===== src/cms_defs.vh =====
// Register map, field positions, reset values and select codes of the comparator control.
`ifndef CMS_DEFS_VH
`define CMS_DEFS_VH

// ==========================================================
// Bus and register offsets
`define CMS_ADDR_W 8
`define CMS_DATA_W 8
`define CMS_MODE_OFS 8'h9c
`define CMS_MUX_OFS 8'h9f
`define CMS_STAT_OFS 8'ha0
`define CMS_CLR_OFS 8'ha1
`define CMS_IEN_OFS 8'ha2
`define CMS_LVL_OFS 8'ha3
`define CMS_RD_NONE 8'h00

// ==========================================================
// Mode register layout and reset value
`define CMS_MODE_RST 8'h82
`define CMS_MODE_RSV 7
`define CMS_MODE_RIE 5
`define CMS_MODE_FIE 4
`define CMS_MODE_SP_HI 1
`define CMS_MODE_SP_LO 0
`define CMS_SP_RST 2'h2

// ==========================================================
// Input select register layout and reset value
`define CMS_MUX_RST 8'hff
`define CMS_MUX_NEG_HI 7
`define CMS_MUX_NEG_LO 4
`define CMS_MUX_POS_HI 3
`define CMS_MUX_POS_LO 0
`define CMS_SEL_RST 4'hf

// ==========================================================
// Select codes
`define CMS_SEL_NEG_RSV 4'hb
`define CMS_SEL_POS_PMAX 4'hb
`define CMS_SEL_TOUCH 4'hc
`define CMS_SEL_HALF 4'hd
`define CMS_SEL_SUP_A 4'he
`define CMS_SEL_SUP_B 4'hf

// ==========================================================
// Decoded source kinds
`define CMS_SRC_W 3
`define CMS_SRC_PIN 3'h0
`define CMS_SRC_TOUCH 3'h1
`define CMS_SRC_HALF 3'h2
`define CMS_SRC_SUP_A 3'h3
`define CMS_SRC_SUP_B 3'h4
`define CMS_SRC_NONE 3'h5

// ==========================================================
// Event status layout: two bits per comparator, rise then fall
`define CMS_NCMP 2
`define CMS_ST_W 4
`define CMS_ST_PER 2
`define CMS_ST_RISE 0
`define CMS_ST_FALL 1
`define CMS_ST_RST 4'h0
`define CMS_IEN_RST 4'h0

`endif


===== src/cms_sync.v =====
// Two-stage synchroniser with edge detection for comparator outputs.
`timescale 1ns/100ps
module cms_sync #(
  parameter W = 2
) (
  // Clock, reset, enable
  input wire clock,
  input wire rst,
  input wire clk_en,
  // Asynchronous levels in
  input wire [W-1:0] async_in,
  // Synchronised level and edge pulses out
  output wire [W-1:0] level,
  output wire [W-1:0] rise,
  output wire [W-1:0] fall
);

  reg [W-1:0] stage1_reg;
  reg [W-1:0] stage2_reg;
  reg [W-1:0] prev_reg;

  // ==========================================================
  // Synchroniser and history
  always @(posedge clock)
  begin
    if (rst)
    begin
      stage1_reg <= {W{1'b0}};
      stage2_reg <= {W{1'b0}};
      prev_reg <= {W{1'b0}};
    end
    else if (clk_en)
    begin
      stage1_reg <= async_in;
      stage2_reg <= stage1_reg;
      prev_reg <= stage2_reg;
    end
  end

  assign level = stage2_reg;
  assign rise = stage2_reg & ~prev_reg;
  assign fall = ~stage2_reg & prev_reg;

endmodule // cms_sync


===== src/cms_ctrl.v =====
// Comparator mode and input select registers with edge flags and interrupts.
//
// Added by the designer: strobed register access.
`timescale 1ns/100ps
`include "cms_defs.vh"
module cms_ctrl #(
  parameter ADDR_W = `CMS_ADDR_W,
  parameter DATA_W = `CMS_DATA_W
) (
  // Clock, reset, enable
  input wire clock,
  input wire rst,
  input wire clk_en,
  // Register port
  input wire [ADDR_W-1:0] addr,
  input wire [DATA_W-1:0] wdata,
  input wire wr_stb,
  input wire rd_stb,
  output reg [DATA_W-1:0] rdata,
  // Raw comparator outputs from the analog cores
  input wire cmp0_out_raw,
  input wire cmp1_out_raw,
  // Comparator 1 mode controls
  output reg [1:0] cmp1_speed_power_sel,
  output reg cmp1_rise_irq_en,
  output reg cmp1_fall_irq_en,
  // Comparator 0 input multiplexer controls
  output reg [3:0] cmp0_neg_sel,
  output reg [3:0] cmp0_pos_sel,
  output reg [`CMS_SRC_W-1:0] cmp0_neg_src,
  output reg [`CMS_SRC_W-1:0] cmp0_pos_src,
  output reg cmp0_neg_touch_ref,
  output reg cmp0_pos_touch_ref,
  output reg cmp0_neg_half_div_en,
  output reg cmp0_pos_half_div_en,
  // Timer capture sources
  output reg cmp0_capture,
  output reg cmp1_capture,
  // Interrupts
  output reg cmp1_irq,
  output reg irq
);

  // ==========================================================
  // Select code decoding
  // Maps a four-bit select code to the kind of source it connects.
  function [`CMS_SRC_W-1:0] src_kind;
    input [3:0] code;
    input is_neg;
    begin
      case (code)
        `CMS_SEL_TOUCH:
          src_kind = `CMS_SRC_TOUCH;
        `CMS_SEL_HALF:
          src_kind = `CMS_SRC_HALF;
        `CMS_SEL_SUP_A:
          src_kind = `CMS_SRC_SUP_A;
        `CMS_SEL_SUP_B:
          src_kind = `CMS_SRC_SUP_B;
        `CMS_SEL_NEG_RSV:
          src_kind = is_neg ? `CMS_SRC_NONE : `CMS_SRC_PIN;
        default:
          src_kind = `CMS_SRC_PIN;
      endcase
    end
  endfunction

  // Write decode shared by all register writes.
  function wr_hit;
    input stb;
    input [ADDR_W-1:0] a;
    input [ADDR_W-1:0] ofs;
    begin
      wr_hit = stb && (a == ofs);
    end
  endfunction

  // Compares a select field against one code.
  function sel_is;
    input [3:0] code;
    input [3:0] ref_code;
    begin
      sel_is = (code == ref_code);
    end
  endfunction

  // ==========================================================
  // Declarations
  reg rie_reg;
  reg rie_next;
  reg fie_reg;
  reg fie_next;
  reg [1:0] sp_reg;
  reg [1:0] sp_next;
  reg [DATA_W-1:0] mux_reg;
  reg [DATA_W-1:0] mux_next;
  reg [`CMS_ST_W-1:0] stat_reg;
  wire [`CMS_ST_W-1:0] stat_next;
  reg [`CMS_ST_W-1:0] ien_reg;
  reg [`CMS_ST_W-1:0] ien_next;
  reg [DATA_W-1:0] rdata_next;
  reg [DATA_W-1:0] mode_view;
  wire [`CMS_NCMP-1:0] lvl;
  wire [`CMS_NCMP-1:0] rise;
  wire [`CMS_NCMP-1:0] fall;
  wire [`CMS_ST_W-1:0] clr_mask;
  wire wr_mode;
  wire wr_mux;
  wire wr_clr;
  wire wr_ien;
  wire [3:0] neg_code_next;
  wire [3:0] pos_code_next;
  reg cmp1_irq_next;
  reg irq_next;

  // ==========================================================
  // Address decode
  assign wr_mode = wr_hit(wr_stb, addr, `CMS_MODE_OFS);
  assign wr_mux = wr_hit(wr_stb, addr, `CMS_MUX_OFS);
  assign wr_clr = wr_hit(wr_stb, addr, `CMS_CLR_OFS);
  assign wr_ien = wr_hit(wr_stb, addr, `CMS_IEN_OFS);
  assign clr_mask = wr_clr ? wdata[`CMS_ST_W-1:0] : {`CMS_ST_W{1'b0}};

  // ==========================================================
  // Comparator output synchronisers
  // The stages reset low, so a comparator that is already high when reset
  // ends shows one rising edge; software clears that flag before use.
  // Pulses shorter than one clock period may be missed.
  cms_sync #(
    .W(`CMS_NCMP)
  ) u_sync (
    .clock(clock),
    .rst(rst),
    .clk_en(clk_en),
    .async_in({cmp1_out_raw, cmp0_out_raw}),
    .level(lvl),
    .rise(rise),
    .fall(fall)
  );

  // ==========================================================
  // Edge flags: an edge in the cycle of a clear keeps its flag set
  genvar gi;
  generate
    for (gi = 0; gi < `CMS_NCMP; gi = gi + 1)
    begin : g_flag
      // A mode change may make the analog output glitch; such edges are
      // flagged like any other, so software clears the flags afterwards.
      assign stat_next[`CMS_ST_PER*gi+`CMS_ST_RISE] = rise[gi] ||
        (stat_reg[`CMS_ST_PER*gi+`CMS_ST_RISE] &&
        !clr_mask[`CMS_ST_PER*gi+`CMS_ST_RISE]);
      assign stat_next[`CMS_ST_PER*gi+`CMS_ST_FALL] = fall[gi] ||
        (stat_reg[`CMS_ST_PER*gi+`CMS_ST_FALL] &&
        !clr_mask[`CMS_ST_PER*gi+`CMS_ST_FALL]);
    end
  endgenerate

  // ==========================================================
  // Mode register: only the enables and the speed field are stored
  // The reserved top bit is not stored; it is forced to one on read.
  always @*
  begin
    rie_next = rie_reg;
    fie_next = fie_reg;
    sp_next = sp_reg;
    if (wr_mode)
    begin
      rie_next = wdata[`CMS_MODE_RIE];
      fie_next = wdata[`CMS_MODE_FIE];
      sp_next = wdata[`CMS_MODE_SP_HI:`CMS_MODE_SP_LO];
    end
  end

  // Unused bits read zero and the reserved top bit reads one.
  always @*
  begin
    mode_view = {DATA_W{1'b0}};
    mode_view[`CMS_MODE_RSV] = 1'b1;
    mode_view[`CMS_MODE_RIE] = rie_reg;
    mode_view[`CMS_MODE_FIE] = fie_reg;
    mode_view[`CMS_MODE_SP_HI:`CMS_MODE_SP_LO] = sp_reg;
  end

  // ==========================================================
  // Input select and interrupt enable registers
  always @*
  begin
    mux_next = mux_reg;
    if (wr_mux)
    begin
      mux_next = wdata;
    end
  end

  always @*
  begin
    ien_next = ien_reg;
    if (wr_ien)
    begin
      ien_next = wdata[`CMS_ST_W-1:0];
    end
  end

  // ==========================================================
  // Read data: valid only in the cycle after the read strobe
  // The clear register is write-only and reads as zero.
  always @*
  begin
    rdata_next = `CMS_RD_NONE;
    if (rd_stb)
    begin
      case (addr)
        `CMS_MODE_OFS:
          rdata_next = mode_view;
        `CMS_MUX_OFS:
          rdata_next = mux_reg;
        `CMS_STAT_OFS:
          rdata_next = {{(DATA_W-`CMS_ST_W){1'b0}}, stat_reg};
        `CMS_IEN_OFS:
          rdata_next = {{(DATA_W-`CMS_ST_W){1'b0}}, ien_reg};
        `CMS_CLR_OFS:
          rdata_next = `CMS_RD_NONE;
        `CMS_LVL_OFS:
          rdata_next = {{(DATA_W-`CMS_NCMP){1'b0}}, lvl};
        default:
          rdata_next = `CMS_RD_NONE;
      endcase
    end
  end

  // ==========================================================
  // State registers
  always @(posedge clock)
  begin
    if (rst)
    begin
      rie_reg <= 1'b0;
      fie_reg <= 1'b0;
      sp_reg <= `CMS_SP_RST;
      mux_reg <= `CMS_MUX_RST;
      stat_reg <= `CMS_ST_RST;
      ien_reg <= `CMS_IEN_RST;
      rdata <= `CMS_RD_NONE;
    end
    else if (clk_en)
    begin
      rie_reg <= rie_next;
      fie_reg <= fie_next;
      sp_reg <= sp_next;
      mux_reg <= mux_next;
      stat_reg <= stat_next;
      ien_reg <= ien_next;
      rdata <= rdata_next;
    end
  end

  // ==========================================================
  // Next contents of the two select fields
  assign neg_code_next = mux_next[`CMS_MUX_NEG_HI:`CMS_MUX_NEG_LO];
  assign pos_code_next = mux_next[`CMS_MUX_POS_HI:`CMS_MUX_POS_LO];

  // ==========================================================
  // Comparator 1 mode outputs, registered from next values
  // so that they change in the same cycle as the register contents.
  always @(posedge clock)
  begin
    if (rst)
    begin
      cmp1_speed_power_sel <= `CMS_SP_RST;
      cmp1_rise_irq_en <= 1'b0;
      cmp1_fall_irq_en <= 1'b0;
    end
    else if (clk_en)
    begin
      cmp1_speed_power_sel <= sp_next;
      cmp1_rise_irq_en <= rie_next;
      cmp1_fall_irq_en <= fie_next;
    end
  end

  // ==========================================================
  // Comparator 0 multiplexer outputs; the divider is powered only while
  // its code is selected, so it draws nothing otherwise.
  always @(posedge clock)
  begin
    if (rst)
    begin
      cmp0_neg_sel <= `CMS_SEL_RST;
      cmp0_pos_sel <= `CMS_SEL_RST;
      cmp0_neg_src <= `CMS_SRC_SUP_B;
      cmp0_pos_src <= `CMS_SRC_SUP_B;
      cmp0_neg_touch_ref <= 1'b0;
      cmp0_pos_touch_ref <= 1'b0;
      cmp0_neg_half_div_en <= 1'b0;
      cmp0_pos_half_div_en <= 1'b0;
    end
    else if (clk_en)
    begin
      cmp0_neg_sel <= neg_code_next;
      cmp0_pos_sel <= pos_code_next;
      cmp0_neg_src <= src_kind(neg_code_next, 1'b1);
      cmp0_pos_src <= src_kind(pos_code_next, 1'b0);
      cmp0_neg_touch_ref <= sel_is(neg_code_next, `CMS_SEL_TOUCH);
      cmp0_pos_touch_ref <= sel_is(pos_code_next, `CMS_SEL_TOUCH);
      cmp0_neg_half_div_en <= sel_is(neg_code_next, `CMS_SEL_HALF);
      cmp0_pos_half_div_en <= sel_is(pos_code_next, `CMS_SEL_HALF);
    end
  end

  // ==========================================================
  // Interrupt requests, formed from next values so that a flag and the
  // request that it raises appear at the same edge.
  always @*
  begin
    cmp1_irq_next = (stat_next[`CMS_ST_PER+`CMS_ST_RISE] && rie_next) ||
      (stat_next[`CMS_ST_PER+`CMS_ST_FALL] && fie_next);
    irq_next = |(stat_next & ien_next);
  end

  // ==========================================================
  // Timer capture sources and interrupt outputs
  always @(posedge clock)
  begin
    if (rst)
    begin
      cmp0_capture <= 1'b0;
      cmp1_capture <= 1'b0;
      cmp1_irq <= 1'b0;
      irq <= 1'b0;
    end
    else if (clk_en)
    begin
      cmp0_capture <= lvl[0];
      cmp1_capture <= lvl[1];
      cmp1_irq <= cmp1_irq_next;
      irq <= irq_next;
    end
  end

endmodule // cms_ctrl


===== config.mk =====
export PLATFORM = sky130hd
export DESIGN_NAME = cms_ctrl
export DESIGN_NICKNAME = d
export VERILOG_FILES = /design/src/cms_sync.v /design/src/cms_ctrl.v
export VERILOG_INCLUDE_DIRS = /design/src /design/src/src
export SDC_FILE = /design/constraint.sdc
export NUM_CORES = 1
export LEC_CHECK = 0
export BUFFER_PORTS_ARGS = -buffer_cell sky130_fd_sc_hd__buf_2
export CORE_ASPECT_RATIO = 0.8
export CORE_UTILIZATION = 40
export CTS_BUF_LIST = sky130_fd_sc_hd__clkbuf_4 sky130_fd_sc_hd__clkbuf_8
export CTS_CLUSTER_DIAMETER = 80
export DETAILED_ROUTE_END_ITERATION = 6
export PLACE_DENSITY_LB_ADDON = 0.2
export RECOVER_POWER = 100
export SLEW_MARGIN = 20
export SYNTH_ARGS = -nofsm -noshare
export SYNTH_HDL_FRONTEND = slang
export SYNTH_SLANG_ARGS = --single-unit

===== constraint.sdc =====
create_clock -name clock -period 2.85 [get_ports clock]
set_input_delay 0.285 -clock clock [delete_from_list [all_inputs] [get_ports clock]]
set_output_delay 0.285 -clock clock [all_outputs]
set_load 0.03 [all_outputs]

; Yosys cells after proc, flatten, opt, wreduce, memory -nomap -nowiden
; Index checks and enable logic that the tools add are counted.
[op_classes]
n_mul = 0
mux = 10
shifts = 0
bitwise = 5
eq_ne = 15
n_reduce_logical = 21
n_div = 0
n_addsub = 0
order_cmp = 0
[ops]
columns = cell, count
row1 = "8-bit == test, second input constant", 6
row2 = 8-bit case mux with 5 select lines, 1
row3 = "4-bit == test, second input constant", 9
row4 = 8-bit 2-to-1 mux, 2
row5 = 3-bit case mux with 5 select lines, 1
row6 = 3-bit case mux with 4 select lines, 1
row7 = 1-bit logical AND, 10
row8 = 4-bit 2-to-1 mux, 2
row9 = 1-bit logical OR, 5
row10 = 2-bit AND, 2
row11 = 4-bit AND, 1
row12 = 1-bit logical NOT, 4
row13 = 2-bit inverter, 2
row14 = 4-bit OR reduction, 1
row15 = 1-bit 2-to-1 mux, 2
row16 = 2-bit 2-to-1 mux, 1
row17 = 2-bit AND reduction, 1
[word_totals]
word_cells = 73
ram_bits = 0
n_memories = 0
out_inout_bits = 34
latch_bits = 0
reg_bits = 56
rom_bits = 0
inputBits = 23

; Depth between registers and ports, before layout
[logic_depth]
word_depth = 8
mapped_depth = 7
mapped_depth_nobuf = 5

; Cells and area by module
; A second synthesis with hierarchy kept.
[unflattened]
cells_unflattened = 267
hier_area_um2 = 2418.6
[modules_own_cells]
columns = module, n_inst, area_per_inst_um2, seq_area_each_um2, cells_each
row1 = cms_ctrl, 1, 2179.6, 840.8, 244
row2 = cms_sync, 1, 239.0, 120.1, 23

; Least setup slack after synthesis
; OpenSTA, ideal clock, no wires.
[synth_path]
path_type = input to register
from = in addr[6]
to = reg irq
path_stages = 5
n_path_buf = 0
setup_ns = 0.120
t_required_ns = 2.730
path_slack_ns = 0.886
t_arrival_ns = 1.844
path_cell_list = or4b_4 or3_4 a221oi_4 o21ai_1 o31a_1
[synth_between]
elab_chain_cells = 8
word_cells_on_any_way = 20
classes_between = eq/ne: 2 / mux: 2 / bitwise: 1 / reduce/logical: 15
[synth_lines]
columns = element, line
row1 = start: declaration, cms_ctrl.v:15  ; input wire [ADDR_W-1:0] addr,
row2 = 8-bit == test, cms_ctrl.v:74  ; wr_hit = stb && (a == ofs);
row3 = 1-bit logical AND, cms_ctrl.v:74
row4 = 4-bit 2-to-1 mux, cms_ctrl.v:122  ; assign clr_mask = wr_clr ? wdata[`CMS_ST_W-1:0] : {`CMS_ST_W{1'b0}};
row5 = 1-bit logical NOT (on tied branches), "cms_ctrl.v:151, cms_ctrl.v:154"
row6 = 1-bit logical AND (on tied branches), "cms_ctrl.v:150, cms_ctrl.v:153"
row7 = 1-bit logical OR (on tied branches), "cms_ctrl.v:149, cms_ctrl.v:152"
row8 = 4-bit AND *, cms_ctrl.v:317  ; irq_next = |(stat_next & ien_next);
row9 = 4-bit OR reduction *, cms_ctrl.v:317
row10 = end signal: assignment, cms_ctrl.v:336  ; irq <= irq_next;
row11 = end: declaration, cms_ctrl.v:41  ; output reg irq
; Every way passes the cells marked *; elsewhere a longest branch is shown, timed or not.
; A chain may end at the register's enable or synchronous reset.

; Worst setup path in the final report
; Ends and elaborated chain as after synthesis.

==> impl_metrics.toml <==
[outcome]
outcome = "finished, final reports clean"

[critical_path]
crit_fanout = 5
rrSetupSlack_ps = 1460
required_ps = 3050
arrival_ps = 2380
criticalPathCategory = "primary input to flip-flop"
end_kind = "flip-flop"
cp-start-kind = "primary input"

[synthesis]
post-synth-top-count-cell = "dfxtp_1"
synth-seq-cells = 46
synth_cells = 249
yosysUniqueCellTypes = 53
mappedNetlistArea_sq_mm = 0.00226
ys.flop_type = "dfxtp_1"
ys_warn_count = 0
async_reset_ff_frac = 0
syn_nets = 272
synth_area_leader_cell = "dfxtp_1"
synth_seq_area_share = 0.408
synth_top_area_frac = 0.408
synth.area.top_cells = "dfxtp_1, mux2i_1, nor2_1"
synth.avg_cell_area_sq_um = 9.07
synth_common_cells = "dfxtp_1, mux2i_1, nor2_1"
synth-edff-count = 0

[layout]
fill_cells = 569
n_antenna_cell = 0
seq_area_sq_um = 921
final_util = 0.485
multi_input_area_sq_mm = 0.00121
syn_to_final_growth_pct = 16.7
design_area_sq_mm = 0.00264
layout-drive-gt1-share = 0.122
fin_nets = 325

[pwr]
powerDensity_mw_per_mm2 = 499
p_clk_frac = 0.376
vdd_drop_max_uv = 212
p_sw_uw = 345
p_sw_frac = 0.262
intPower_uw = 972
p_seq_frac = 0.511
power.leakage_uw = 0.00112
pwr-share-comb = 0.113

[global_route]
busiest_layer = "met1"
grt_usage = 0.204
gr-usage-met1 = 0.310
grt_max_degree = 38
grt_pass1_wl_microns = 9470
grt_pass1_vias = 1831
grt_use_met3 = 0.0405
use_met2 = 0.293
grt-ovfl-total = 0
antenna_found_initial = 0

[clock_network]
cts_buffers = 5
path_clk_slew_ps = 90
cts_tree = "yes"
insertion_delay_ps = 300
root_buffer = "clkbuf_8"
cts_max_path_buffers = 2
htree_levels = 2
cts_setup_buffers = 0
ctsResizeCount = 0
numClockSinks = 46
holdBufCountCts = 0

[place]
port_buffers = 56
place_hpwl_microns = 4270
place.gp.congestion = 0.830
place_area_sq_mm = 0.00261

[flow_run]
maxCapViolations = 0

[min_path]
worstHoldPathType = "primary input to flip-flop"

[route]
via_per_inst = 5.24
via_count = 1998
drt-initial-drc-count = 117
wl_microns = 5810
wl_per_cell_microns = 15.2
drc_errors = 0
ant_nets = 0
drtPass1Iterations = 4

[sta]
fin_crit_sh = 0.767
fmax_ghz = 0.458
maxSlewViolCount = 0
fin_tns_setup_ps = 0
skew_ps = 4.46
period_minus_slack_ps = 2190
setup_viol = 0
rsz0062_at_grt = "false"
tightest_slew_ps = 684
relSlewSlack = 0.544
finalHoldViolCount = 0

[die]
initial_utilization = 0.416
die-height_microns = 69.2
num_rows = 24
die_area_sq_mm = 0.00596
core_sq_mm = 0.00544
io-pin-count = 57
die_x_microns = 86.0
==> layout by cell type, fill, tap and decap left out, drive strengths merged, types with 2 or more instances in the layout <==
master and instances:
a211o 4, o31ai 4, mux2i 34, clkbuf 41, nand4 5, o21ai 6
nor2b 2, inv 9, a221oi 2, o2bb2ai 2, nand3 7, a21o 3
o22ai 2, and2 2, and3 2, a22oi 5, dfxtp 46, nand2 25
a211oi 3, buf 24, or2 3, nand3b 2, a22o 4, o211ai 2
xnor2 2, clkinv 2, nor2 28, a21oi 12
==> cell families after synthesis <==
kind of cell | count (synthesis) | synth area share
flip-flops | 46 | 0.408
buffers and inverters | 23 | 0.0426
XOR/XNOR | 3 | 0.0116
AND/OR/NAND/NOR | 86 | 0.193
AO/OA/AOI/OAI | 56 | 0.189
multiplexers | 35 | 0.156
==> metrics by stage <==
step	setup slack [ps]	hold slack [ps]	cells	total power, uW
4_1_cts	1000	211	381	1340
5_1_grt	500	237	381	1370
6_report	664	219	381	1320
3_5_place_dp	676	440	373	844
3_3_place_gp	707	443	373	843
2_1_floorplan	886	410	249	789
==> layout make-up <==
class	count	share of cell area
sequential	46	0.349
timing repair buffer	60	0.0996
inverter	9	0.0128
clock inverter	3	0.0166
multi-input combinational	180	0.459
clock buffer	5	0.0261
tap	78	0.0370
==> power groups by stage <==
stage                     Sequential, uW  Clock, uW  Combinational (uW)
after floorplan                      707          0                82.0
after global routing                 675        534                 164
after global placement               689          0                 154
after CTS                            674        512                 156
final                                673        495                 149
after detailed placement             689          0                 156
==> layer usage <==
metal  routed length [microns]  vias to the layer above  part of all wire
met3                       347                        6             0.060
met4                        51                        0            0.0088
met2                      2340                       65              0.40
met5                         0                        -                 0
li1                          -                     1003                 -
met1                      3070                      924              0.53
==> final timing paths <==
path / start / depth (start not counted) / end
min reg2reg: cmp0_neg_src[0] / 2 / cmp0_neg_src[0]
min: cmp1_out_raw / 3 / u_sync.stage1_reg[1]
max: addr[6] / 6 / irq
max reg2reg: u_sync.prev_reg[1] / 4 / irq
==> critical path, stage by stage <==
cell and delay [ps]:
buf_2 100, or4b_1 650, or3_1 500, a221oi_1 420, o21ai_0 160, o31a_1 260
Note: power is estimated with default switching activity, not from simulation.
